[src/verilog/bpi_pkg.sv]
// Purpose: shared constants and types for the branch predict / interlock control block
// Assumes: one core clock, decoded instruction attributes supplied by the decoder
// Notes:   cycle figures are best-case instruction-flow costs
package bpi_pkg;

	// ----------------------------------------------------------------
	// predictor geometry
	// ----------------------------------------------------------------
	localparam int BPI_TABLE_ENTRIES = 128;
	localparam int BPI_IDX_LSB       = 3;
	localparam int BPI_IDX_MSB       = 9;
	localparam int BPI_RS_DEPTH      = 3;
	localparam int BPI_NREGS         = 16;

	// ----------------------------------------------------------------
	// cycle costs
	// ----------------------------------------------------------------
	localparam logic [3:0] BPI_COST_DYN      = 4'h1;
	localparam logic [3:0] BPI_COST_FOLD     = 4'h0;
	localparam logic [3:0] BPI_COST_STATIC   = 4'h4;
	localparam logic [3:0] BPI_COST_RET_OK   = 4'h4;
	localparam logic [3:0] BPI_FAIL_BASE     = 4'h5;
	localparam logic [3:0] BPI_FAIL_FLOOR    = 4'h3;
	localparam logic [3:0] BPI_EARLY_ADD     = 4'h1;
	localparam logic [3:0] BPI_LATE_SUB      = 4'h1;
	localparam logic [1:0] BPI_CTR_RESET     = 2'h1;

	// ----------------------------------------------------------------
	// types
	// ----------------------------------------------------------------
	typedef enum logic [1:0] {
		BPI_STRONG_NT,
		BPI_WEAK_NT,
		BPI_WEAK_T,
		BPI_STRONG_T
	} bpi_ctr_type;

	typedef enum logic [3:0] {
		BPI_BR_NONE,
		BPI_BR_IMM,              // constant-offset branch
		BPI_BR_REG,              // register-offset branch
		BPI_BR_LINK_IMM,         // branch_with_link immediate
		BPI_BLX_IMM,             // branch_link_exchange immediate
		BPI_BLX_REG,             // branch_link_exchange register
		BPI_RET_BX_LR,           // branch_exchange via link register
		BPI_RET_MOV_LR,          // move link register to pc
		BPI_RET_LDR_SP,          // post-indexed sp load to pc
		BPI_RET_LDM_SP           // load_multiple_increment from sp incl pc
	} bpi_brkind_type;

	typedef struct packed {
		logic           valid;
		bpi_brkind_type kind;
		logic           cond;     // conditional instruction
		logic           in_pfb;   // next instr arrived while branch in prefetch buffer
		logic [31:0]    va;
		logic [31:0]    link_addr;
	} bpi_fetch_type;

	typedef struct packed {
		logic        valid;
		logic [3:0]  dst;
		logic        wr;
		logic [3:0]  latency;     // result latency of producer
		logic [3:0]  cond_code;
		logic        store_lock;  // store_multiple / store_double source lock
		logic [15:0] lock_mask;
		logic [3:0]  lock_cycles;
	} bpi_prod_type;

	typedef struct packed {
		logic       valid;
		logic [3:0] src;
		logic       src_used;
		logic       early;        // needed at shift / mult1 / address start
		logic       late;         // needed in second issue cycle
		logic [3:0] dst;
		logic       wr;
		logic [3:0] cond_code;
		logic       reads_dst;    // a read of the common register intervenes
	} bpi_cons_type;

endpackage : bpi_pkg

[src/verilog/bpi_ctrl.sv]
// Overview of operation
// RULE1 - 128-entry direct map, index VA bits 9:3
// RULE2 - entries are two-bit saturating counters
// RULE3 - predict constant offsets only, never register
// RULE4 - dynamic hit costs one, folded costs zero
// RULE5 - dynamic miss uses static predict, four cycles
// RULE6 - three-entry return stack predicts from issue
// RULE7 - only unconditional returns predicted, empty none
// RULE8 - push on link branches and exchanges
// RULE9 - pop on the four return forms
// RULE10 - mismatched popped address means mispredict
// RULE11 - correct return prediction costs four cycles
// RULE12 - three parallel four-stage execution pipes
// RULE13 - alu/mult lock-step; load/store decoupled
// RULE14 - forward alu, sat, writebacks; accumulate path (fwd_sel_reg offers no accumulate source)
// RULE15 - stall dependent until producer latency elapses
// RULE16 - early operand adds one latency cycle
// RULE17 - late operand subtracts one latency cycle
// RULE18 - store sources write-locked, overwriters held
// RULE19 - failing one/two cycle instrs keep cost
// RULE20 - failing multicycle: min(pass,max(5-dist,3))
// RULE21 - flag distance counts cycles incl interlocks
// RULE22 - same-register writes ordered; opposite conds free
//
// Purpose: instruction-flow prediction and hazard interlock control for one core
// Assumes: decoder presents fetch, producer and consumer descriptors each cycle
// Notes:   execution stage datapaths are outside; this block steers them
`timescale 1ns/100ps
module bpi_ctrl
	import bpi_pkg::*;
#(
	parameter int ENTRIES  = BPI_TABLE_ENTRIES,
	parameter int RS_DEPTH = BPI_RS_DEPTH
) (
	input  wire logic          sys_clk,
	input  wire logic          resetn,
	input  wire bpi_fetch_type fetch,
	input  wire logic          resolve_valid,
	input  wire logic [31:0]   resolve_va,
	input  wire logic          resolve_taken,
	input  wire logic          ret_resolve,
	input  wire logic [31:0]   ret_actual,
	input  wire bpi_prod_type  prod,
	input  wire bpi_cons_type  cons,
	input  wire logic          cons_cond_fail,
	input  wire logic          cons_multicycle,
	input  wire logic [3:0]    passing_cycle_count,
	input  wire logic [3:0]    base_cycles,
	input  wire logic          flag_set,
	input  wire logic          ls_busy,
	output logic               predict_valid,
	output logic               predict_taken,
	output logic [31:0]        predict_target,
	output logic               predict_from_issue,
	output logic [3:0]         branch_cost_reg,
	output logic               ret_mispredict_reg,
	output logic               stall,
	output logic [3:0]         issue_cycles_reg,
	output logic [3:0]         flag_to_use_distance,
	output logic [2:0]         fwd_sel_reg,
	output logic               alu_advance,
	output logic               ls_advance
);

	localparam int IDXW = BPI_IDX_MSB - BPI_IDX_LSB + 1;

	// ----------------------------------------------------------------
	// elaboration checks
	// ----------------------------------------------------------------
	if (ENTRIES != (1 << IDXW)) begin : g_chk_entries
		$error("ENTRIES must match the index width");
	end
	if (RS_DEPTH < 1 || RS_DEPTH > 7) begin : g_chk_rs
		$error("RS_DEPTH out of range");
	end

	// ----------------------------------------------------------------
	// dynamic predictor table
	// ----------------------------------------------------------------
	bpi_ctr_type        ctr_reg [ENTRIES];
	logic               tag_ok_reg [ENTRIES];
	logic [IDXW-1:0]    fidx;
	logic [IDXW-1:0]    ridx;
	logic               is_const;
	logic               dyn_hit;

	assign fidx     = fetch.va[BPI_IDX_MSB:BPI_IDX_LSB]; // RULE1
	assign ridx     = resolve_va[BPI_IDX_MSB:BPI_IDX_LSB];
	assign is_const = fetch.kind == BPI_BR_IMM || fetch.kind == BPI_BR_LINK_IMM
		|| fetch.kind == BPI_BLX_IMM; // RULE3
	assign dyn_hit  = fetch.valid && is_const && tag_ok_reg[fidx];

	// counters saturate at both ends; untouched entries count as a table miss
	genvar gi;
	generate
		for (gi = 0; gi < ENTRIES; gi++) begin : g_ctr
			always_ff @(posedge sys_clk or negedge resetn) begin
				if (!resetn) begin
					ctr_reg[gi]    <= bpi_ctr_type'(BPI_CTR_RESET);
					tag_ok_reg[gi] <= 1'b0;
				end else if (resolve_valid && ridx == IDXW'(gi)) begin
					tag_ok_reg[gi] <= 1'b1;
					if (resolve_taken && ctr_reg[gi] != BPI_STRONG_T) begin
						ctr_reg[gi] <= bpi_ctr_type'(ctr_reg[gi] + 2'h1); // RULE2
					end else if (!resolve_taken && ctr_reg[gi] != BPI_STRONG_NT) begin
						ctr_reg[gi] <= bpi_ctr_type'(ctr_reg[gi] - 2'h1); // RULE2
					end
				end
			end
		end
	endgenerate

	// ----------------------------------------------------------------
	// return stack
	// ----------------------------------------------------------------
	logic [31:0] rs_reg [RS_DEPTH];
	logic [2:0]  rs_cnt_reg;
	logic        is_push;
	logic        is_pop;
	logic        ret_predict;
	logic [31:0] ret_addr_reg;
	logic        ret_pend_reg;

	assign is_push = fetch.valid && (fetch.kind == BPI_BR_LINK_IMM
		|| fetch.kind == BPI_BLX_IMM || fetch.kind == BPI_BLX_REG); // RULE8
	assign is_pop  = fetch.valid && (fetch.kind == BPI_RET_BX_LR
		|| fetch.kind == BPI_RET_MOV_LR || fetch.kind == BPI_RET_LDR_SP
		|| fetch.kind == BPI_RET_LDM_SP); // RULE9
	assign ret_predict = is_pop && !fetch.cond && rs_cnt_reg != 3'h0; // RULE7

	// push shifts entries down, oldest falls off when full
	always_ff @(posedge sys_clk or negedge resetn) begin
		if (!resetn) begin
			rs_cnt_reg <= 3'h0;
			for (int i = 0; i < RS_DEPTH; i++) begin
				rs_reg[i] <= 32'h0;
			end
		end else if (is_push) begin
			rs_reg[0] <= fetch.link_addr; // RULE8
			for (int i = 1; i < RS_DEPTH; i++) begin
				rs_reg[i] <= rs_reg[i-1];
			end
			if (rs_cnt_reg != 3'(RS_DEPTH)) begin
				rs_cnt_reg <= rs_cnt_reg + 3'h1;
			end
		end else if (is_pop && rs_cnt_reg != 3'h0) begin
			for (int i = 0; i < RS_DEPTH - 1; i++) begin
				rs_reg[i] <= rs_reg[i+1]; // RULE7
			end
			rs_cnt_reg <= rs_cnt_reg - 3'h1; // RULE9
		end
	end

	// remember the predicted address until the return resolves
	always_ff @(posedge sys_clk or negedge resetn) begin
		if (!resetn) begin
			ret_addr_reg       <= 32'h0;
			ret_pend_reg       <= 1'b0;
			ret_mispredict_reg <= 1'b0;
		end else begin
			ret_mispredict_reg <= 1'b0;
			if (ret_predict) begin
				ret_addr_reg <= rs_reg[0];
				ret_pend_reg <= 1'b1;
			end else if (ret_resolve) begin
				ret_pend_reg <= 1'b0;
			end
			if (ret_resolve && ret_pend_reg) begin
				ret_mispredict_reg <= ret_actual != ret_addr_reg; // RULE10
			end
		end
	end

	// ----------------------------------------------------------------
	// prediction outputs and branch cost
	// ----------------------------------------------------------------
	always_comb begin
		predict_valid      = 1'b0;
		predict_taken      = 1'b0;
		predict_target     = 32'h0;
		predict_from_issue = 1'b0;
		if (ret_predict) begin
			predict_valid      = 1'b1; // RULE6
			predict_taken      = 1'b1;
			predict_target     = rs_reg[0];
			predict_from_issue = 1'b1; // RULE6
		end else if (dyn_hit) begin
			predict_valid = 1'b1;
			predict_taken = ctr_reg[fidx] == BPI_WEAK_T || ctr_reg[fidx] == BPI_STRONG_T;
		end else if (fetch.valid && is_const) begin
			predict_valid      = 1'b1; // RULE5
			predict_taken      = 1'b1; // unconditional static guess
			predict_from_issue = 1'b1; // RULE5
		end
	end

	always_ff @(posedge sys_clk or negedge resetn) begin
		if (!resetn) begin
			branch_cost_reg <= 4'h0;
		end else if (ret_predict) begin
			branch_cost_reg <= BPI_COST_RET_OK; // RULE11
		end else if (dyn_hit) begin
			branch_cost_reg <= fetch.in_pfb ? BPI_COST_FOLD : BPI_COST_DYN; // RULE4
		end else if (fetch.valid && is_const) begin
			branch_cost_reg <= BPI_COST_STATIC; // RULE5
		end
	end

	// ----------------------------------------------------------------
	// register scoreboard: latency countdown and store write locks
	// ----------------------------------------------------------------
	logic [3:0]  ready_cnt_reg [BPI_NREGS];
	logic [3:0]  lock_cnt_reg  [BPI_NREGS];
	logic [3:0]  wcond_reg     [BPI_NREGS];
	logic [3:0]  need;
	logic        raw_stall;
	logic        waw_stall;
	logic        lock_stall;
	logic        opposite;

	// producer latency counts from its first cycle; a stall freezes nothing here
	generate
		for (gi = 0; gi < BPI_NREGS; gi++) begin : g_sb
			always_ff @(posedge sys_clk or negedge resetn) begin
				if (!resetn) begin
					ready_cnt_reg[gi] <= 4'h0;
					wcond_reg[gi]     <= 4'h0;
				end else if (prod.valid && prod.wr && prod.dst == 4'(gi)) begin
					ready_cnt_reg[gi] <= prod.latency; // RULE15
					wcond_reg[gi]     <= prod.cond_code;
				end else if (ready_cnt_reg[gi] != 4'h0) begin
					ready_cnt_reg[gi] <= ready_cnt_reg[gi] - 4'h1; // RULE15
				end
			end
			always_ff @(posedge sys_clk or negedge resetn) begin
				if (!resetn) begin
					lock_cnt_reg[gi] <= 4'h0;
				end else if (prod.valid && prod.store_lock && prod.lock_mask[gi]) begin
					lock_cnt_reg[gi] <= prod.lock_cycles; // RULE18
				end else if (lock_cnt_reg[gi] != 4'h0) begin
					lock_cnt_reg[gi] <= lock_cnt_reg[gi] - 4'h1;
				end
			end
		end
	endgenerate

	// remaining latency adjusted for when the consumer needs its operand
	always_comb begin
		need = ready_cnt_reg[cons.src];
		if (cons.early) begin
			need = need + BPI_EARLY_ADD; // RULE16
		end else if (cons.late && need != 4'h0) begin
			need = need - BPI_LATE_SUB; // RULE17
		end
	end

	// condition codes pair by flipping the low bit
	assign opposite   = (cons.cond_code ^ wcond_reg[cons.dst]) == 4'h1;
	assign raw_stall  = cons.valid && cons.src_used && need > 4'h1; // RULE15
	assign waw_stall  = cons.valid && cons.wr && ready_cnt_reg[cons.dst] > 4'h1
		&& !(opposite && !cons.reads_dst); // RULE22
	assign lock_stall = cons.valid && cons.wr && lock_cnt_reg[cons.dst] != 4'h0; // RULE18
	assign stall      = raw_stall || waw_stall || lock_stall;

	// ----------------------------------------------------------------
	// pipe advance and forwarding source
	// ----------------------------------------------------------------
	// alu and multiply share one advance; load/store runs on its own busy
	assign alu_advance = !stall; // RULE13
	assign ls_advance  = !ls_busy; // RULE13

	// 0 none, 1 arith, 2 saturate, 3 exec writeback, 4 load/store writeback
	always_ff @(posedge sys_clk or negedge resetn) begin
		if (!resetn) begin
			fwd_sel_reg <= 3'h0;
		end else if (cons.valid && cons.src_used && !stall) begin
			case (ready_cnt_reg[cons.src])
				4'h0:    fwd_sel_reg <= 3'h3; // RULE14
				4'h1:    fwd_sel_reg <= 3'h1; // RULE14
				4'h2:    fwd_sel_reg <= 3'h2; // RULE14
				default: fwd_sel_reg <= 3'h4; // RULE12
			endcase
		end else begin
			fwd_sel_reg <= 3'h0;
		end
	end

	// ----------------------------------------------------------------
	// flag distance and condition-fail issue cost
	// ----------------------------------------------------------------
	logic [3:0] fdist_reg;
	logic [3:0] fail_cost;

	// every cycle counts, stalled ones included, saturating
	always_ff @(posedge sys_clk or negedge resetn) begin
		if (!resetn) begin
			fdist_reg <= 4'h0;
		end else if (flag_set) begin
			fdist_reg <= 4'h0; // RULE21
		end else if (fdist_reg != 4'hf) begin
			fdist_reg <= fdist_reg + 4'h1; // RULE21
		end
	end
	assign flag_to_use_distance = fdist_reg;

	always_comb begin
		fail_cost = BPI_FAIL_FLOOR;
		if (fdist_reg < BPI_FAIL_BASE - BPI_FAIL_FLOOR) begin
			fail_cost = BPI_FAIL_BASE - fdist_reg; // RULE20
		end
		if (passing_cycle_count < fail_cost) begin
			fail_cost = passing_cycle_count; // RULE20
		end
	end

	always_ff @(posedge sys_clk or negedge resetn) begin
		if (!resetn) begin
			issue_cycles_reg <= 4'h0;
		end else if (cons.valid && !stall) begin
			if (cons_cond_fail && cons_multicycle) begin
				issue_cycles_reg <= fail_cost; // RULE20
			end else begin
				issue_cycles_reg <= base_cycles; // RULE19
			end
		end
	end

endmodule : bpi_ctrl

[config.mk]
export PLATFORM = sky130hd
export DESIGN_NAME = bpi_ctrl
export DESIGN_NICKNAME = d
export VERILOG_FILES = /design/src/verilog/bpi_pkg.sv /design/src/verilog/bpi_ctrl.sv
export SDC_FILE = /design/constraint.sdc
export NUM_CORES = 2
export LEC_CHECK = 0
export ABC_AREA = 1
export BUFFER_PORTS_ARGS = -buffer_cell sky130_fd_sc_hd__buf_2
export CORE_UTILIZATION = 50
export DETAILED_ROUTE_END_ITERATION = 12
export PLACE_DENSITY = 0.75
export SETUP_SLACK_MARGIN = 0.15
export SLEW_MARGIN = 20
export SYNTH_ARGS = -nofsm -noshare
export SYNTH_HDL_FRONTEND = slang
export SYNTH_SLANG_ARGS = --single-unit
export TNS_END_PERCENT = 50
[constraint.sdc]
create_clock -name sys_clk -period 2.9 [get_ports sys_clk]
set_clock_uncertainty 0.05 [all_clocks]
set_input_delay 0.435 -clock sys_clk [delete_from_list [all_inputs] [get_ports sys_clk]]
set_output_delay 0.435 -clock sys_clk [all_outputs]
set_load 0.005 [all_outputs]
== Word-level counts from Yosys, hierarchy flattened ==
Cells that the tools add are included.

* Logic and storage cells: 2186
* Input bits: 205
* Register bits after elaboration: 724
* Output and inout port bits: 54

* Reduce and logical (&&, ||, !) cells: 912
* Bitwise logic cells: 4
* $add $sub $neg: 294
* $lt $le $gt $ge: 7
* Equality and inequality tests: 287
* Mux-type cells: 367

{| class="wikitable"
|+ Operator list
! kind !! count
|-
| $reduce_bool 2->1 || 291
|-
| $mux 2 || 258
|-
| $eq 7x7->1 const B || 64
|-
| $logic_and 1x1->1 || 437
|-
| $mux 4 || 82
|-
| $reduce_and 2->1 || 129
|-
| $add 2x1->2 const B || 128
|-
| $ne 2x2->1 const B || 128
|-
| $sub 2x1->2 const B || 128
|-
| $eq 7x6->1 const B || 32
|-
| $reduce_bool 4->1 || 34
|-
| $sub 4x1->4 const B || 33
|-
| $mux 64 || 2
|-
| $eq 7x5->1 const B || 16
|-
| $bmux 4 s4 || 4
|-
| $eq 7x4->1 const B || 8
|-
| $eq 4x4->1 const B || 10
|-
| $eq 4x3->1 const B || 8
|-
| $mux 32 || 1
|-
| $ne 32x32->1 || 1
|-
| $eq 7x3->1 const B || 4
|-
| $eq 4x1->1 const B || 4
|-
| $eq 4x2->1 const B || 4
|-
| $bmux 2 s7 || 1
|-
| other kinds (27) || 64
|}

== Logic depth before layout (Yosys ltp) ==
* Depth after elaboration: 15
* Depth in mapped cells: 22

== Least setup slack after synthesis ==
Ideal clock, no wire load.

* Path type: input-to-output
* Start: input port cons[14] in the netlist's numbering
* End: output port alu_advance
* Path slack: 264 ps
* Required time: 2415 ps
* Cell stages on the path: 18
* Arrival time: 2151 ps
* Cell sequence: buf_6 buf_2 a21oi_1 o21ai_0 nand3_1 nand3_1 nand2_1 inv_1 ha_1 nand2_2 nand3_2 nand3_1 nand2_1 nor2_2 nand2_2 nand2_4 nand2_1 inv_1

* Cells in the longest elaborated chain, start to end: 13
* Elaborated cells on any way between the ends: 15
* Those cells by class: 2 x add/sub; 1 x order compare; 5 x mux; 1 x bitwise; 6 x reduce/logical

{| class="wikitable"
|+ RTL lines
! what !! line !! text
|-
| start: declaration || bpi_ctrl.sv:44 || <nowiki>input wire bpi_cons_type cons,</nowiki>
|-
| $not 4->5 (implied by the code) * || bpi_ctrl.sv:249 || <nowiki>need = ready_cnt_reg[cons.src];</nowiki>
|-
| $bmux 4 s4 * || bpi_ctrl.sv:249 ||
|-
| $mux 4 (implied by the code) * (2 in a row) || bpi_ctrl.sv:249 ||
|-
| parallel branches: the longest is 3 deep, another holds $sub 4x1->4 || -- ||
|-
| $mux 4 * || bpi_ctrl.sv:250 || <nowiki>if (cons.early) begin</nowiki>
|-
| $gt 4x1->1 * || bpi_ctrl.sv:259 || <nowiki>assign raw_stall = cons.valid && cons.src_used && need > 4'h1;</nowiki>
|-
| $logic_and 1x1->1 * || bpi_ctrl.sv:259 ||
|-
| $logic_or 1x1->1 * (2 in a row) || bpi_ctrl.sv:263 || <nowiki>assign stall = raw_stall || waw_stall || lock_stall;</nowiki>
|-
| net stall || bpi_ctrl.sv:57 || <nowiki>output logic stall,</nowiki>
|-
| $logic_not 1->1 * || bpi_ctrl.sv:269 || <nowiki>assign alu_advance = !stall;</nowiki>
|-
| end: declaration || bpi_ctrl.sv:61 || <nowiki>output logic alu_advance,</nowiki>
|}

Mark *: on every way through the listed nets, which the timed path passes. The select of a mux whose other input is x is not followed.

== Final worst setup path ==
* Start: register ready_cnt_reg[4] in the netlist's numbering
* End: output port alu_advance

* Cells in the longest elaborated chain, start to end: 12
* Elaborated cells on any way between the ends: 20
* Those cells by class: 2 x add/sub; 2 x order compare; 8 x mux; 8 x reduce/logical

{| class="wikitable"
|+ RTL lines
! what !! line !! text
|-
| start: declaration || bpi_ctrl.sv:212 || <nowiki>logic [3:0] ready_cnt_reg [BPI_NREGS];</nowiki>
|-
| start signal: indexed assignment || bpi_ctrl.sv:229 || <nowiki>ready_cnt_reg[gi] <= prod.latency;</nowiki>
|-
| start signal: indexed assignment || bpi_ctrl.sv:232 || <nowiki>ready_cnt_reg[gi] <= ready_cnt_reg[gi] - 4'h1;</nowiki>
|-
| parallel branches: the longest is 9 deep, another holds $sub 4x1->4 || -- ||
|-
| $logic_or 1x1->1 * (2 in a row) || bpi_ctrl.sv:263 ||
|-
| $logic_not 1->1 * || bpi_ctrl.sv:269 ||
|}

Mark *: on every way between the ends. The select of a mux whose other input is x is not followed.

==> flow_summary.toml <==
[sta]
fmax_mhz = 331.0
tightest_slew_ns = 0.7593
setup-violations-final = 3
post-route-min-period_ns = 3.021
period_share_pct = 104.2
rsz0062_at_grt = "yes"
drv_slew = 0
hold_viol_final = 0
fin_ws_ns = -0.1211
slew_headroom_pct = 49.32
whs_ns = 0.02916

[power_and_ir_drop]
switchingPower_mw = 10.93
switching_share_pct = 32.78
powerDensity_nw_per_um2 = 762.3
internal_power_mw = 22.41
peakVddDrop_mv = 0.6324
p_leak_nw = 20.01
power_mw = 33.34
clockPowerShare_pct = 31.4
power_frac_seq_pct = 41.8
comb_power_share_pct = 26.8

[clocking]
h-tree-depth = 3
clock_latency_ns = 0.64
clock-sinks = 722
ctsLongestPathBuffers = 3
cts_root_buf = "clkbuf_16"
cts_tree = "built"
numCtsBuffers = 80
cts.clk_slew.worst_paths_ns = 0.06

[drt]
ant_nets = 0
wl_per_cell_um = 16.80
drtIter0Drc = 2593
vias_per_cell = 5.611
drc = 0
firstDrtPassIters = 6
routed_wl_mm = 98.40
vias = 32870

[yosys]
syn_area_um2 = 36900
ys_seq_elements = 722
yosys_warnings = 0
post_synth.cell_area_avg_um2 = 8.200
synth-edff-count = 0
synth.distinct_cells = 51
ys.flop_type = "dfrtp_1"
synthArstFlopShare_pct = 100.0
yosysSeqAreaShare_pct = 49.40
syn_inst = 4500

[setup_path]
cp-end-kind = "output pin"
crit_fanout = 3
crit_path_max_incr_delay_ns = 0.41
path_cells = "o211ai_1 > nand3_1 > nand3_1 > nand2_2 > inv_4 > ha_4 > inv_4 > nor2_4 > nand3_4 > nand2_2 > nand2_1 > nand2_2 > nor2_2 > nand2_2 > nand2_4 > nand2_4 > inv_2 > buf_6"
startpoint_type = "flop"
reg2reg_slack_ns = 0.14
worst_path_max_delay_cell = "dfrtp_1"
rr_startpoint = "tag_ok_reg[38]"
crit_top_cell = "nand2_2"
worstReg2RegEnd = "tag_ok_reg[38]"
required_ns = 2.41
criticalPathCategory = "reg2out"
rr_worst_depth = 23
cp.arrival_ns = 2.54

[cells_and_area]
largest_reg_flops = 256
area_growth_pct = 18.51
drive_above_1_share_pct = 16.42
postLayoutCoreUtil_pct = 59.94
finalNetCount = 5111

[grt]
grt.total_usage_pct = 26.24
grt_pass1_wl_mm = 160.4
grt_max_degree = 114
first_global_vias = 31400
antenna_found_initial = 5
overflow = 0

[placement]
place_hpwl_mm = 65.15
port_buffers = 206
gp_congestion = 0.9422
dp_slack_ns = -0.06945

[die]
die_area_um2 = 74890
io_pins = 259
fp.dieW_um = 273.7
core_area_um2 = 72960
die_h_um = 273.7
rows = 99
initial_core_util_pct = 50.58

[worst_hold_path]
hold_depth = 3
hp-class = "in2reg"
worstHoldStart = "prod[28]"
holdPathEnd = "ready_cnt_reg[19]"

[status]
status = "finished, violations left"
violations = "negative setup slack"

[flow_run]
cap_violations = 0
-- timing repair --
| action | CTS | global route |
|---|---|---|
| buffers inserted | 42 | 24 |
| endpoints found under the setup margin | 33 | 24 |
| hold buffers | 35 | 0 |
| pin swaps | 27 | 33 |
| hold endpoints to repair | 66 | 0 |
| gates cloned | 0 | 2 |
| resized for setup | 74 | 105 |
-- synthesized netlist by cell type, types with 3 or more instances --
| cell | count | share of area (%) |
|---|---|---|
| o21ai_0 | 765 | 10 |
| buf_4 | 6 | 0.12 |
| o221ai_1 | 106 | 2.5 |
| xnor2_1 | 21 | 0.50 |
| a31oi_1 | 15 | 0.25 |
| or2_2 | 34 | 0.58 |
| dfstp_2 | 128 | 9.1 |
| o22ai_1 | 42 | 0.71 |
| o31ai_1 | 80 | 1.6 |
| ha_1 | 75 | 2.5 |
| nand2_1 | 809 | 8.2 |
| clkinv_1 | 3 | 0.031 |
| o211ai_1 | 55 | 1.1 |
| inv_1 | 566 | 5.8 |
| nand3_1 | 173 | 2.3 |
| nand2_2 | 5 | 0.085 |
| nand3b_1 | 3 | 0.061 |
| a211oi_1 | 25 | 0.51 |
| nor2_1 | 349 | 3.6 |
| nand4_1 | 12 | 0.20 |
| o2bb2ai_1 | 11 | 0.26 |
| a21oi_1 | 272 | 3.7 |
| a221oi_1 | 3 | 0.071 |
| clkbuf_1 | 146 | 1.5 |
| o21ai_1 | 11 | 0.15 |
| xor2_1 | 75 | 1.8 |
| nor3_1 | 25 | 0.34 |
| buf_1 | 10 | 0.10 |
| nor4_1 | 8 | 0.14 |
| o311ai_0 | 9 | 0.21 |
| o21bai_1 | 11 | 0.22 |
| buf_2 | 28 | 0.38 |
| dfrtp_1 | 594 | 40 |
| buf_6 | 5 | 0.15 |
-- cells by family after synthesis --
group | share of synthesized area, %
XOR/XNOR | 2.279
buffers and inverters | 8.067
AND/OR/NAND/NOR | 15.72
flip-flops | 49.40
other | 0.01016
adder cells (fa/ha/maj) | 2.625
AO/OA/AOI/OAI | 21.90
-- worst max-delay path by stage --
stage / from / to / slack [ns] / cells past startpoint
6_report: ready_cnt_reg[4] / alu_advance / -0.12 / 18
5_1_grt: ready_cnt_reg[21] / alu_advance / -0.25 / 19
4_1_cts: ready_cnt_reg[4] / alu_advance / -0.13 / 18
3_5_place_dp: fetch[35] / predict_taken / -0.07 / 12
3_3_place_gp: fetch[35] / predict_taken / -0.04 / 12
2_1_floorplan: cons[14] / alu_advance / 0.26 / 18
-- worst max-delay path, delay by kind of cell (launching register included) --
family                     cells  cell delay (ns)
DFF                            1             0.41
adders and majority gates      1             0.15
buffers and inverters          4             0.25
AOI/OAI and AO/OA              1             0.20
and+or+nand+nor               12             0.90
-- metal layers --
metal  vias up  part of all wire (%)  global-route usage (%)
met5         -                 0.035                       0
met4         6                   3.3                   9.659
met2      1058                    47                   42.95
met3       230                   6.5                   3.991
li1      15800                     -                       -
met1     15780                    43                   35.25
-- cell type report --
cell class | instances | area, um^2
Timing Repair inverter | 1 | 8.758
Antenna cell | 2 | 5.005
Multi-Input combinational cell | 3012 | 16010
Fill cell | 6078 | 29230
Inverter | 572 | 2170
Clock inverter | 25 | 354.1
Tap cell | 959 | 1200
Timing Repair Buffer | 441 | 3363
Clock buffer | 124 | 2389
Sequential cell | 722 | 18230
-- power by group through the flow --
| stage | clock (mW) | combinational [mW] | sequential [mW] |
|---|---|---|---|
| 2_1_floorplan | 0 | 6.19 | 13.6 |
| 3_3_place_gp | 0 | 7.88 | 13.9 |
| 3_5_place_dp | 0 | 8.24 | 14.0 |
| 4_1_cts | 10.6 | 8.65 | 13.9 |
| 5_1_grt | 11.0 | 10.2 | 14.2 |
| 6_report | 10.5 | 8.94 | 13.9 |
-- placed cells by master, fill, tap and decap left out, types with 12 or more instances in the layout --
cell           count
clkbuf_1          23
nand2_1          795
nand3_1          164
buf_2            200
dfstp_2          128
o221ai_1         105
buf_6             29
dfrtp_1          594
inv_1            537
nand4_1           12
dlygate4sd3_1     35
buf_12            26
nor3_1            17
clkbuf_16         82
ha_1              72
buf_4            148
clkinv_2          13
o211ai_1          55
inv_2             28
xor2_1            75
o21ai_0          731
clkbuf_8          21
a21oi_1          258
o21ai_1           44
nand2_2           14
nor2_1           338
a211oi_1          25
o31ai_1           78
a31oi_1           15
xnor2_1           21
a21oi_2           13
o22ai_1           42
or2_2             33
-- per-stage QoR --
stage / cell area, um^2 / instances / TNS [ns]
2_1_floorplan: 36900 / 4501 / 0
3_3_place_gp: 39660 / 5604 / -0.04336
3_5_place_dp: 39660 / 5604 / -0.1031
4_1_cts: 43240 / 5830 / -0.2768
5_1_grt: 43730 / 5858 / -0.7536
6_report: 43730 / 5858 / -0.2505
(Power assumes the default switching activity.)
